`config.mk`:
```
export PLATFORM = sky130hd
export DESIGN_NAME = eag_core
export DESIGN_NICKNAME = d
export VERILOG_FILES = /design/src/hdl/eag_pkg.sv /design/src/hdl/eag_vector_pull.sv /design/src/hdl/eag_core.sv
export SDC_FILE = /design/constraint.sdc
export NUM_CORES = 1
export LEC_CHECK = 0
export BUFFER_PORTS_ARGS = -buffer_cell sky130_fd_sc_hd__buf_4
export CAP_MARGIN = 30
export CORE_UTILIZATION = 46
export DETAILED_ROUTE_END_ITERATION = 6
export GPL_TIMING_DRIVEN = 1
export PLACE_DENSITY = 0.78
export SLEW_MARGIN = 20
export SYNTH_ARGS = -nofsm -noshare
export SYNTH_HDL_FRONTEND = slang
export SYNTH_HIERARCHICAL = 1
export SYNTH_SLANG_ARGS = --single-unit
export TNS_END_PERCENT = 1
```
`constraint.sdc`:
```
create_clock -name core_clk -period 8.3 [get_ports core_clk]
set_input_delay 2.49 -clock core_clk [delete_from_list [all_inputs] [get_ports core_clk]]
set_output_delay 2.49 -clock core_clk [all_outputs]
set_load 0.01 [all_outputs]
```
`src/hdl/eag_pkg.sv`:
```
// package for the effective address generator
package eag_pkg;
  localparam int ADDR_W = 24;
  localparam int OFS_W = 16;
  localparam int BANK_W = 8;
  localparam logic [7:0] BANK_ZERO = 8'h00;
  localparam logic [23:0] VEC_LOW = 24'h00_FFE0;
  localparam logic [23:0] VEC_HIGH = 24'h00_FFFF;
  localparam logic [15:0] PC_STEP_MOVE = 16'h0003;
  localparam logic [15:0] ONE16 = 16'h0001;
  localparam logic [7:0] ZERO8 = 8'h00;
  localparam logic [1:0] VEC_PULL_CYCLES = 2'h2;

  typedef enum logic [4:0] {
    EAG_ABS, EAG_ABS_X, EAG_ABS_Y, EAG_ABS_IND, EAG_ABS_IDX_IND, EAG_ABS_LONG,
    EAG_ABS_LONG_X, EAG_JUMP_LONG_IND, EAG_DIR, EAG_DIR_X, EAG_DIR_Y,
    EAG_DIR_X_IND, EAG_DIR_IND, EAG_DIR_IND_Y, EAG_DIR_IND_LONG,
    EAG_DIR_IND_LONG_Y, EAG_IMM, EAG_STACK, EAG_STACK_REL, EAG_VECTOR,
    EAG_MOVE_ASC, EAG_MOVE_DESC, EAG_RELATIVE, EAG_NONE
  } eag_mode_type;

  typedef struct packed {
    logic [7:0] op2;
    logic [7:0] op3;
    logic [7:0] op4;
  } eag_operand_type;

  typedef struct packed {
    logic [15:0] idx_x;
    logic [15:0] idx_y;
    logic [15:0] direct;
    logic [15:0] stack;
    logic [15:0] acc;
    logic [7:0] data_bank;
    logic [7:0] program_bank;
    logic [15:0] code_pointer;
  } eag_regs_type;

  typedef struct packed {
    logic [7:0] bank;
    logic [15:0] offset;
  } eag_addr_type;
endpackage

```
`src/hdl/eag_vector_pull.sv`:
```
// vector pull timer for interrupt vector fetch cycles
`timescale 1ns/1ps
`default_nettype none
module eag_vector_pull
  import eag_pkg::*;
(
  input wire logic core_clk,
  input wire logic rst_n,
  input wire logic vector_start,
  input wire logic step,
  output logic vector_pull_n,
  output logic vector_active
);
  logic [1:0] count_reg;
  logic [1:0] count_next;

  always_comb begin
    count_next = count_reg;
    if (vector_start) begin
      count_next = VEC_PULL_CYCLES;
    end else if (step && (count_reg != 2'h0)) begin
      count_next = count_reg - 2'h1;
    end
  end

  always_ff @(posedge core_clk) begin
    if (!rst_n) begin
      count_reg <= 2'h0;
    end else begin
      count_reg <= count_next;
    end
  end

  // low for exactly two bus cycles
  assign vector_active = (count_reg != 2'h0);
  assign vector_pull_n = ~vector_active;
endmodule
`default_nettype wire

```
`src/hdl/eag_core.sv`:
```
// effective address generator datapath
// Function
// - vector pull low for final two cycles
// - addresses span flat 16 MByte space
// - vectors fetched from 00FFE0 to 00FFFF
// - stack modes forced into bank zero
// - direct, direct X and direct Y modes yield bank zero
// - listed modes and wraps keep program bank
// - only five instructions change program bank
// - data addresses computed as full 24 bits
// - absolute uses operand offset, data bank
// - indexed indirect jump pointer in bank zero
// - absolute indexed adds index, data bank
// - indirect pointer bank zero, long loads bank
// - long address plus optional first index
// - block move banks, offsets and count
// - block step moves indexes, count, pointer
// - direct indexed indirect pointer, data bank
// - direct indexed sum in bank zero
// - indirect indexed base plus second index
// - indirect long pointer plus optional index
// - direct indirect pointer with data bank
// - direct adds base, extra cycle if unaligned
// - immediate operand one or two bytes
`timescale 1ns/1ps
`default_nettype none
module eag_core
  import eag_pkg::*;
(
  input wire logic core_clk,
  input wire logic rst_n,
  input wire logic addr_req,
  input wire eag_mode_type mode,
  input wire eag_operand_type operand,
  input wire eag_regs_type regs_in,
  input wire logic load_regs,
  input wire logic [23:0] pointer_data,
  input wire logic wide_operand,
  input wire logic [3:0] vector_select,
  input wire logic vector_start,
  input wire logic bus_step,
  input wire logic code_advance,
  input wire logic program_bank_load,
  input wire logic [7:0] program_bank_value,
  output eag_addr_type eff_addr,
  output logic addr_valid,
  output eag_addr_type pointer_addr,
  output logic [15:0] immediate_value,
  output logic extra_cycle,
  output eag_regs_type regs_out,
  output logic move_done,
  output logic vector_pull_n
);
  ////////////////////////////////////////////////////////////////////////
  // address helpers
  function automatic logic [15:0] wrap16(input logic [15:0] a, input logic [15:0] b);
    wrap16 = a + b;
  endfunction

  function automatic logic [23:0] add24(input logic [23:0] base, input logic [15:0] idx);
    add24 = base + {ZERO8, idx};
  endfunction

  function automatic logic [15:0] zext8(input logic [7:0] v);
    zext8 = {ZERO8, v};
  endfunction

  ////////////////////////////////////////////////////////////////////////
  // working register copy
  eag_regs_type regs_reg;
  eag_regs_type regs_next;
  eag_addr_type eff_reg;
  eag_addr_type eff_next;
  eag_addr_type ptr_reg;
  eag_addr_type ptr_next;
  logic valid_reg;
  logic valid_next;
  logic [15:0] imm_reg;
  logic [15:0] imm_next;
  logic extra_reg;
  logic extra_next;
  logic done_reg;
  logic done_next;
  logic vector_active;

  logic [15:0] operand16;
  logic [23:0] operand24;
  logic [15:0] direct_ptr;
  logic [15:0] direct_x;
  logic [15:0] direct_y;
  logic [15:0] direct_x_ptr;
  logic [23:0] vector_addr;

  assign operand16 = {operand.op3, operand.op2};
  assign operand24 = {operand.op4, operand.op3, operand.op2};
  assign direct_ptr = wrap16(regs_reg.direct, zext8(operand.op2));
  assign direct_x = wrap16(direct_ptr, regs_reg.idx_x);
  assign direct_y = wrap16(direct_ptr, regs_reg.idx_y);
  assign direct_x_ptr = direct_x;
  // vector slot within the fixed top of bank zero
  assign vector_addr = VEC_LOW | {19'h0_0000, vector_select, 1'b0};

  ////////////////////////////////////////////////////////////////////////
  // address formation
  always_comb begin
    regs_next = regs_reg;
    eff_next = eff_reg;
    ptr_next = ptr_reg;
    valid_next = 1'b0;
    imm_next = imm_reg;
    extra_next = extra_reg;
    done_next = 1'b0;
    if (load_regs) begin
      regs_next = regs_in;
    end
    if (addr_req) begin
      valid_next = 1'b1;
      extra_next = 1'b0;
      unique case (mode)
        EAG_ABS: eff_next = {regs_reg.data_bank, operand16};
        EAG_ABS_X: eff_next = add24({regs_reg.data_bank, operand16}, regs_reg.idx_x);
        EAG_ABS_Y: eff_next = add24({regs_reg.data_bank, operand16}, regs_reg.idx_y);
        EAG_ABS_IND, EAG_JUMP_LONG_IND: begin
          ptr_next = {BANK_ZERO, operand16};
          eff_next = {regs_reg.program_bank, pointer_data[15:0]};
          if (mode == EAG_JUMP_LONG_IND) begin
            eff_next.bank = pointer_data[23:16];
            regs_next.program_bank = pointer_data[23:16];
          end
          regs_next.code_pointer = pointer_data[15:0];
        end
        EAG_ABS_IDX_IND: begin
          ptr_next = {BANK_ZERO, wrap16(operand16, regs_reg.idx_x)};
          eff_next = {regs_reg.program_bank, pointer_data[15:0]};
          regs_next.code_pointer = pointer_data[15:0];
        end
        EAG_ABS_LONG: eff_next = operand24;
        EAG_ABS_LONG_X: eff_next = add24(operand24, regs_reg.idx_x);
        EAG_DIR: begin
          eff_next = {BANK_ZERO, direct_ptr};
          extra_next = (regs_reg.direct[7:0] != ZERO8);
        end
        EAG_DIR_X: eff_next = {BANK_ZERO, direct_x};
        EAG_DIR_Y: eff_next = {BANK_ZERO, direct_y};
        EAG_DIR_X_IND: begin
          ptr_next = {BANK_ZERO, direct_x_ptr};
          eff_next = {regs_reg.data_bank, pointer_data[15:0]};
        end
        EAG_DIR_IND: begin
          ptr_next = {BANK_ZERO, direct_ptr};
          eff_next = {regs_reg.data_bank, pointer_data[15:0]};
        end
        EAG_DIR_IND_Y: begin
          ptr_next = {BANK_ZERO, direct_ptr};
          eff_next = add24({regs_reg.data_bank, pointer_data[15:0]}, regs_reg.idx_y);
        end
        EAG_DIR_IND_LONG: begin
          ptr_next = {BANK_ZERO, direct_ptr};
          eff_next = pointer_data;
        end
        EAG_DIR_IND_LONG_Y: begin
          ptr_next = {BANK_ZERO, direct_ptr};
          eff_next = add24(pointer_data, regs_reg.idx_y);
        end
        EAG_IMM: begin
          imm_next = wide_operand ? operand16 : zext8(operand.op2);
          eff_next = {regs_reg.program_bank, regs_reg.code_pointer};
        end
        EAG_STACK: eff_next = {BANK_ZERO, regs_reg.stack};
        EAG_STACK_REL: eff_next = {BANK_ZERO, wrap16(regs_reg.stack, zext8(operand.op2))};
        EAG_VECTOR: eff_next = vector_addr;
        EAG_MOVE_ASC, EAG_MOVE_DESC: begin
          regs_next.data_bank = operand.op2;
          ptr_next = {operand.op3, regs_reg.idx_x};
          eff_next = {operand.op2, regs_reg.idx_y};
          if (mode == EAG_MOVE_ASC) begin
            regs_next.idx_x = regs_reg.idx_x + ONE16;
            regs_next.idx_y = regs_reg.idx_y + ONE16;
          end else begin
            regs_next.idx_x = regs_reg.idx_x - ONE16;
            regs_next.idx_y = regs_reg.idx_y - ONE16;
          end
          regs_next.acc = regs_reg.acc - ONE16;
          if (regs_reg.acc == 16'h0000) begin
            done_next = 1'b1;
            regs_next.code_pointer = regs_reg.code_pointer + PC_STEP_MOVE;
          end
        end
        EAG_RELATIVE: eff_next = {regs_reg.program_bank, regs_reg.code_pointer};
        EAG_NONE: valid_next = 1'b0;
        default: valid_next = 1'b0;
      endcase
    end
    // code pointer wraps inside its bank
    if (code_advance) begin
      regs_next.code_pointer = regs_reg.code_pointer + ONE16;
    end
    // only long returns, calls and jumps load a bank
    if (program_bank_load) begin
      regs_next.program_bank = program_bank_value;
    end
  end

  always_ff @(posedge core_clk) begin
    if (!rst_n) begin
      regs_reg <= '0;
      eff_reg <= '0;
      ptr_reg <= '0;
      valid_reg <= 1'b0;
      imm_reg <= 16'h0000;
      extra_reg <= 1'b0;
      done_reg <= 1'b0;
    end else begin
      regs_reg <= regs_next;
      eff_reg <= eff_next;
      ptr_reg <= ptr_next;
      valid_reg <= valid_next;
      imm_reg <= imm_next;
      extra_reg <= extra_next;
      done_reg <= done_next;
    end
  end

  ////////////////////////////////////////////////////////////////////////
  // vector pull
  eag_vector_pull u_vector_pull (
    .core_clk(core_clk),
    .rst_n(rst_n),
    .vector_start(vector_start),
    .step(bus_step),
    .vector_pull_n(vector_pull_n),
    .vector_active(vector_active)
  );

  assign eff_addr = eff_reg;
  assign addr_valid = valid_reg;
  assign pointer_addr = ptr_reg;
  assign immediate_value = imm_reg;
  assign extra_cycle = extra_reg;
  assign regs_out = regs_reg;
  assign move_done = done_reg;
endmodule
`default_nettype wire

```
After elaboration in Yosys (flattened, before gate mapping):

Index checks and enable logic that the tools add are counted.

* flip-flop bits (word level): 181
* input bits: 186
* output and inout bits: 180
* logic and storage cells: 102

* add/sub/neg operators: 18
* equality and inequality tests: 22
* multiplexer cells: 21
* bitwise operators: 2
* reduce and logical (&&, ||, !) cells: 21

Operators with widths (count)
* case mux 24 bit (19 select lines): 1
* adder 24 x 16 -> 24 bit: 5
* case mux 24 bit (5 select lines): 1
* two-way mux 112 bit: 1
* two-way mux 32 bit: 3
* adder 16 x 1 -> 16 bit, second input constant: 3
* adder 16 bit: 3
* two-way mux 16 bit: 3
* two-way mux 48 bit: 1
* subtractor 16 x 1 -> 16 bit, second input constant: 3
* == test 5 x 4 -> 1 bit, second input constant: 8
* == test 5 bit, second input constant: 7
* adder 16 x 8 -> 16 bit: 2
* two-way mux 8 bit: 4
* case mux 16 bit (2 select lines): 1
* two-way mux 24 bit: 1
* OR reduction 23 bit: 1
* == test 5 x 3 -> 1 bit, second input constant: 4
* nonzero test 19 bit: 1
* adder 16 x 2 -> 16 bit, second input constant: 1
* logical NOT 16 bit: 1
* == test 5 x 2 -> 1 bit, second input constant: 2
* OR reduction 2 bit: 5
* AND reduction 2 bit: 4
* 13 further kinds: 18

Depth between registers and ports, before layout:

* depth after elaboration: 5
* mapped depth: 18
* mapped depth without buffers: 18

By module:

Netlist, hierarchy kept.

Modules (own cells, without submodules)
* eag_core: times used 1, cells each 2109, area each 16299.4 um2, sequential area each 3583.4 um2
* eag_vector_pull: times used 1, cells each 11, area each 116.4 um2, sequential area each 40.0 um2

Least setup slack after synthesis:

No wires, ideal clock.

* kind: input to register
* start: input mode[2]
* end: register regs_reg (netlist bit regs_out[95])
* setup time: 0.070 ns
* data arrival time: 6.462 ns
* data required time: 8.230 ns
* setup slack: 1.768 ns
* stages on the path: 15
* buffers on the path: 2
* cells stage by stage: clkbuf_1 inv_1 nor3b_2 buf_2 nand2_1 ha_1 a21o_1 a21o_1 a2111oi_0 o31ai_1 o41ai_1 o21ai_0 nand2_1 o211ai_1 a21oi_1

* word-level cells in the longest chain between the ends: 4
* elaborated cells on any way between the ends: 6
* classes of those cells: 2 x eq/ne; 3 x mux; 1 x reduce/logical

RTL lines
* from (decl): RTL line eag_core.sv:33 `input wire eag_mode_type mode,`
* == test 5 bit, on equally long branches: RTL line eag_core.sv:119, eag_core.sv:176
* two-way mux 32 bit / OR reduction 2 bit (equally long branches): RTL line eag_core.sv:176, eag_core.sv:119
* two-way mux 32 bit (*): RTL line eag_core.sv:119 `unique case (mode)`
* two-way mux 32 bit (*): RTL line eag_core.sv:116 `if (addr_req) begin`
* to (signal assigned): RTL line eag_core.sv:214 `regs_reg <= regs_next;`
* to (decl): RTL line eag_core.sv:70 `eag_regs_type regs_reg;`

Mark *: on every way between the ends. The rest lies on a longest branch, timed or not.
A chain may end at the register's enable or synchronous reset.

Worst setup path in the final report:

* start: input operand[16] (netlist bit)
* end: register eff_reg (netlist bit eff_addr[15])

* word-level cells in the longest chain between the ends: 3
* elaborated cells on any way between the ends: 8
* classes of those cells: 7 x add/sub; 1 x mux

RTL lines
* from (decl): RTL line eag_core.sv:34 `input wire eag_operand_type operand,`
* adder 16 x 8 -> 16 bit: RTL line eag_core.sv:57 `wrap16 = a + b;`
* adder 16 bit: RTL line eag_core.sv:57
* case mux 24 bit (19 select lines) (*): RTL line eag_core.sv:119
* to (signal assigned): RTL line eag_core.sv:215 `eff_reg <= eff_next;`
* to (decl): RTL line eag_core.sv:72 `eag_addr_type eff_reg;`

Marks and branches as above.

==> metrics.txt <==
unrepaired setup endpoints after global routing false; chip width ~190 um; CORE AREA roughly 35000 um^2; Multi-input gate area 12200 um^2; worst slack at placement around 1200 ps; WL per Instance 25.9 um; Max Fclk approximately 150 MHz; Detail Placement HPWL 56.3 mm; GRT Overall Usage 39.6%; initial antenna violation count 1; placed inst area 19400 um^2; Mapped Cells about 2100; DP Cell Count between 2000 and 3000; final-layout fill cell count 3235; DRC 13; pwr/cell area around 150 nW/um^2; I/O pins 366; clock root buffer master clkbuf_16; Rows 68; worst vdd ir ~160 uV; slew margin rel. 33.6%; PostCTS Resize Cnt 0; largest net degree at the start of global routing 86; worst setup margin about 1600 ps; final hold violation count 0; Clock Sinks 181; drt total wl 74.3 mm; CP Max Fanout 9; hold slack ~460 ps; Clock transition at path regs 80 ps; H-Tree Depth 4; Vias/cell 6.63; CTS Buffer Depth 2; Final nets 2706; Mapped Area 16400 um^2; Die Y 191 um; Max Cap Violations 0; CTS Hold Buffers Added 0; antenna-violating nets left 0; outcome finished with violations; CP cell instances buf_4, ha_1, fa_1, a211oi_1, o21bai_1, a2111oi_0, or3_1, xor2_1, inv_1, ha_1, and2_1, a221oi_1, o21ai_0, a21oi_1, o21ai_0, xor2_1, nand2b_1, a31oi_1, a221o_1; CTS buffer count 17; TNS Setup 0 ps; max incr delay on CP 430 ps; post-route cell area between 20000 and 25000 um^2; Layout Cells excl Fill 2868; # port buffers 365; max reg flops 112; worst slew pin tran 996 ps; worst hold path type flip-flop to flip-flop; Total Power 2.97 mW; Layout Skew 13.3 ps; Mean Syn Cell Area just under 8 um^2; Syn Nets 2427; startpoint types primary input; Critical Path RT slightly below 9000 ps; kind of end point of the critical path flip-flop; fin util 57.7%; setup repair bufs after CTS 0; Setup violations, final 0; Crit Path Class primary input to flip-flop; initial DRC count between 2000 and 2500; CTS tree yes; initial core utilization 47.2%; die area 36400 um^2; Final Slew Violations 0; Final Cycle Share 81.2%; Syn. warnings 6; first-pass GRT wire length about 110 mm; Worst path slowest cell fa_1; Leak between 8 and 9 nW; Skew-Pair Late Insertion Delay about 480 ps; vias around 19000; gr ovfl total 0; share of cells above drive strength 1 20.7%; Period minus WS final 6740 ps; failing checks design-rule violations; register area 3620 um^2; worst path arrival time ~7100 ps; vias in the first global route 17800; gpl congestion 1.01; P&R area growth vs syn 22.4%; first-pass detailed-route iteration total 7
[routing by layer]
metal | global-route usage, % | share of wire (%) | up-vias
met3 | 8.54 | 10 | 228
li1 | - | - | 8600
met1 | 51.1 | 40 | 8973
met4 | 17.8 | 4.4 | 0
met5 | 0 | 0 | -
met2 | 62.9 | 45 | 1224
[worst max-delay path, delay by kind of cell]
family	cells	cell delay [ps]
compound gates	9	2090
xor+xnor	2	500
fa+ha+maj	3	1020
simple gates	3	620
buf+inv	2	360
[final cells by class]
class	count	share of cell area [%]
multi-input cells	1767	60.6
flip-flops and latches	181	18.0
repair buffers	392	14.7
well taps	455	2.84
clock buffers	17	2.12
clock inverters	15	0.953
inverters	39	0.741
diodes	2	0.0249
[cells in the final DEF, fill, tap and decap left out, types with 7 or more instances in the layout]
cell type / n
nand3_1: 68
xor2_1: 68
nand2_1: 193
clkbuf_16: 17
nand4_1: 26
o21bai_1: 7
nor2_1: 198
a211oi_1: 65
buf_4: 389
and3_1: 18
a22oi_1: 30
nor2b_1: 18
dfxtp_1: 181
nor3_1: 48
a21o_1: 31
o22ai_1: 13
o31ai_1: 7
nand2b_1: 17
a221o_1: 15
a222oi_1: 15
mux2_2: 42
o221ai_1: 11
o21a_1: 19
and2_1: 16
a221oi_1: 54
o41ai_1: 7
fa_1: 8
xnor2_1: 59
o211ai_1: 29
nor4_1: 7
or3_1: 12
a31oi_1: 25
o21ai_0: 137
ha_1: 114
inv_1: 38
nor3b_1: 9
a21oi_1: 177
mux2i_1: 88
[path summary, 6_finish.rpt]
kind                                       start                to  slack (ps)  cells after the start
worst min-delay path            pointer_addr[10]  pointer_addr[10]         460                      2
worst max-delay path                 operand[16]      eff_addr[15]        1560                     19
worst min register to register  pointer_addr[10]  pointer_addr[10]         460                      2
worst max register to register      regs_out[64]      eff_addr[15]        3430                     18
[power breakdown]
group / internal [mW] / total (mW) / switching (mW) / leakage (nW)
clock: 0.434 / 0.885 / 0.451 / 0.297
combinational: 0.442 / 1.06 / 0.614 / 6.70
sequential: 0.919 / 1.03 / 0.107 / 1.49
Power figures use the tool's default switching activity.
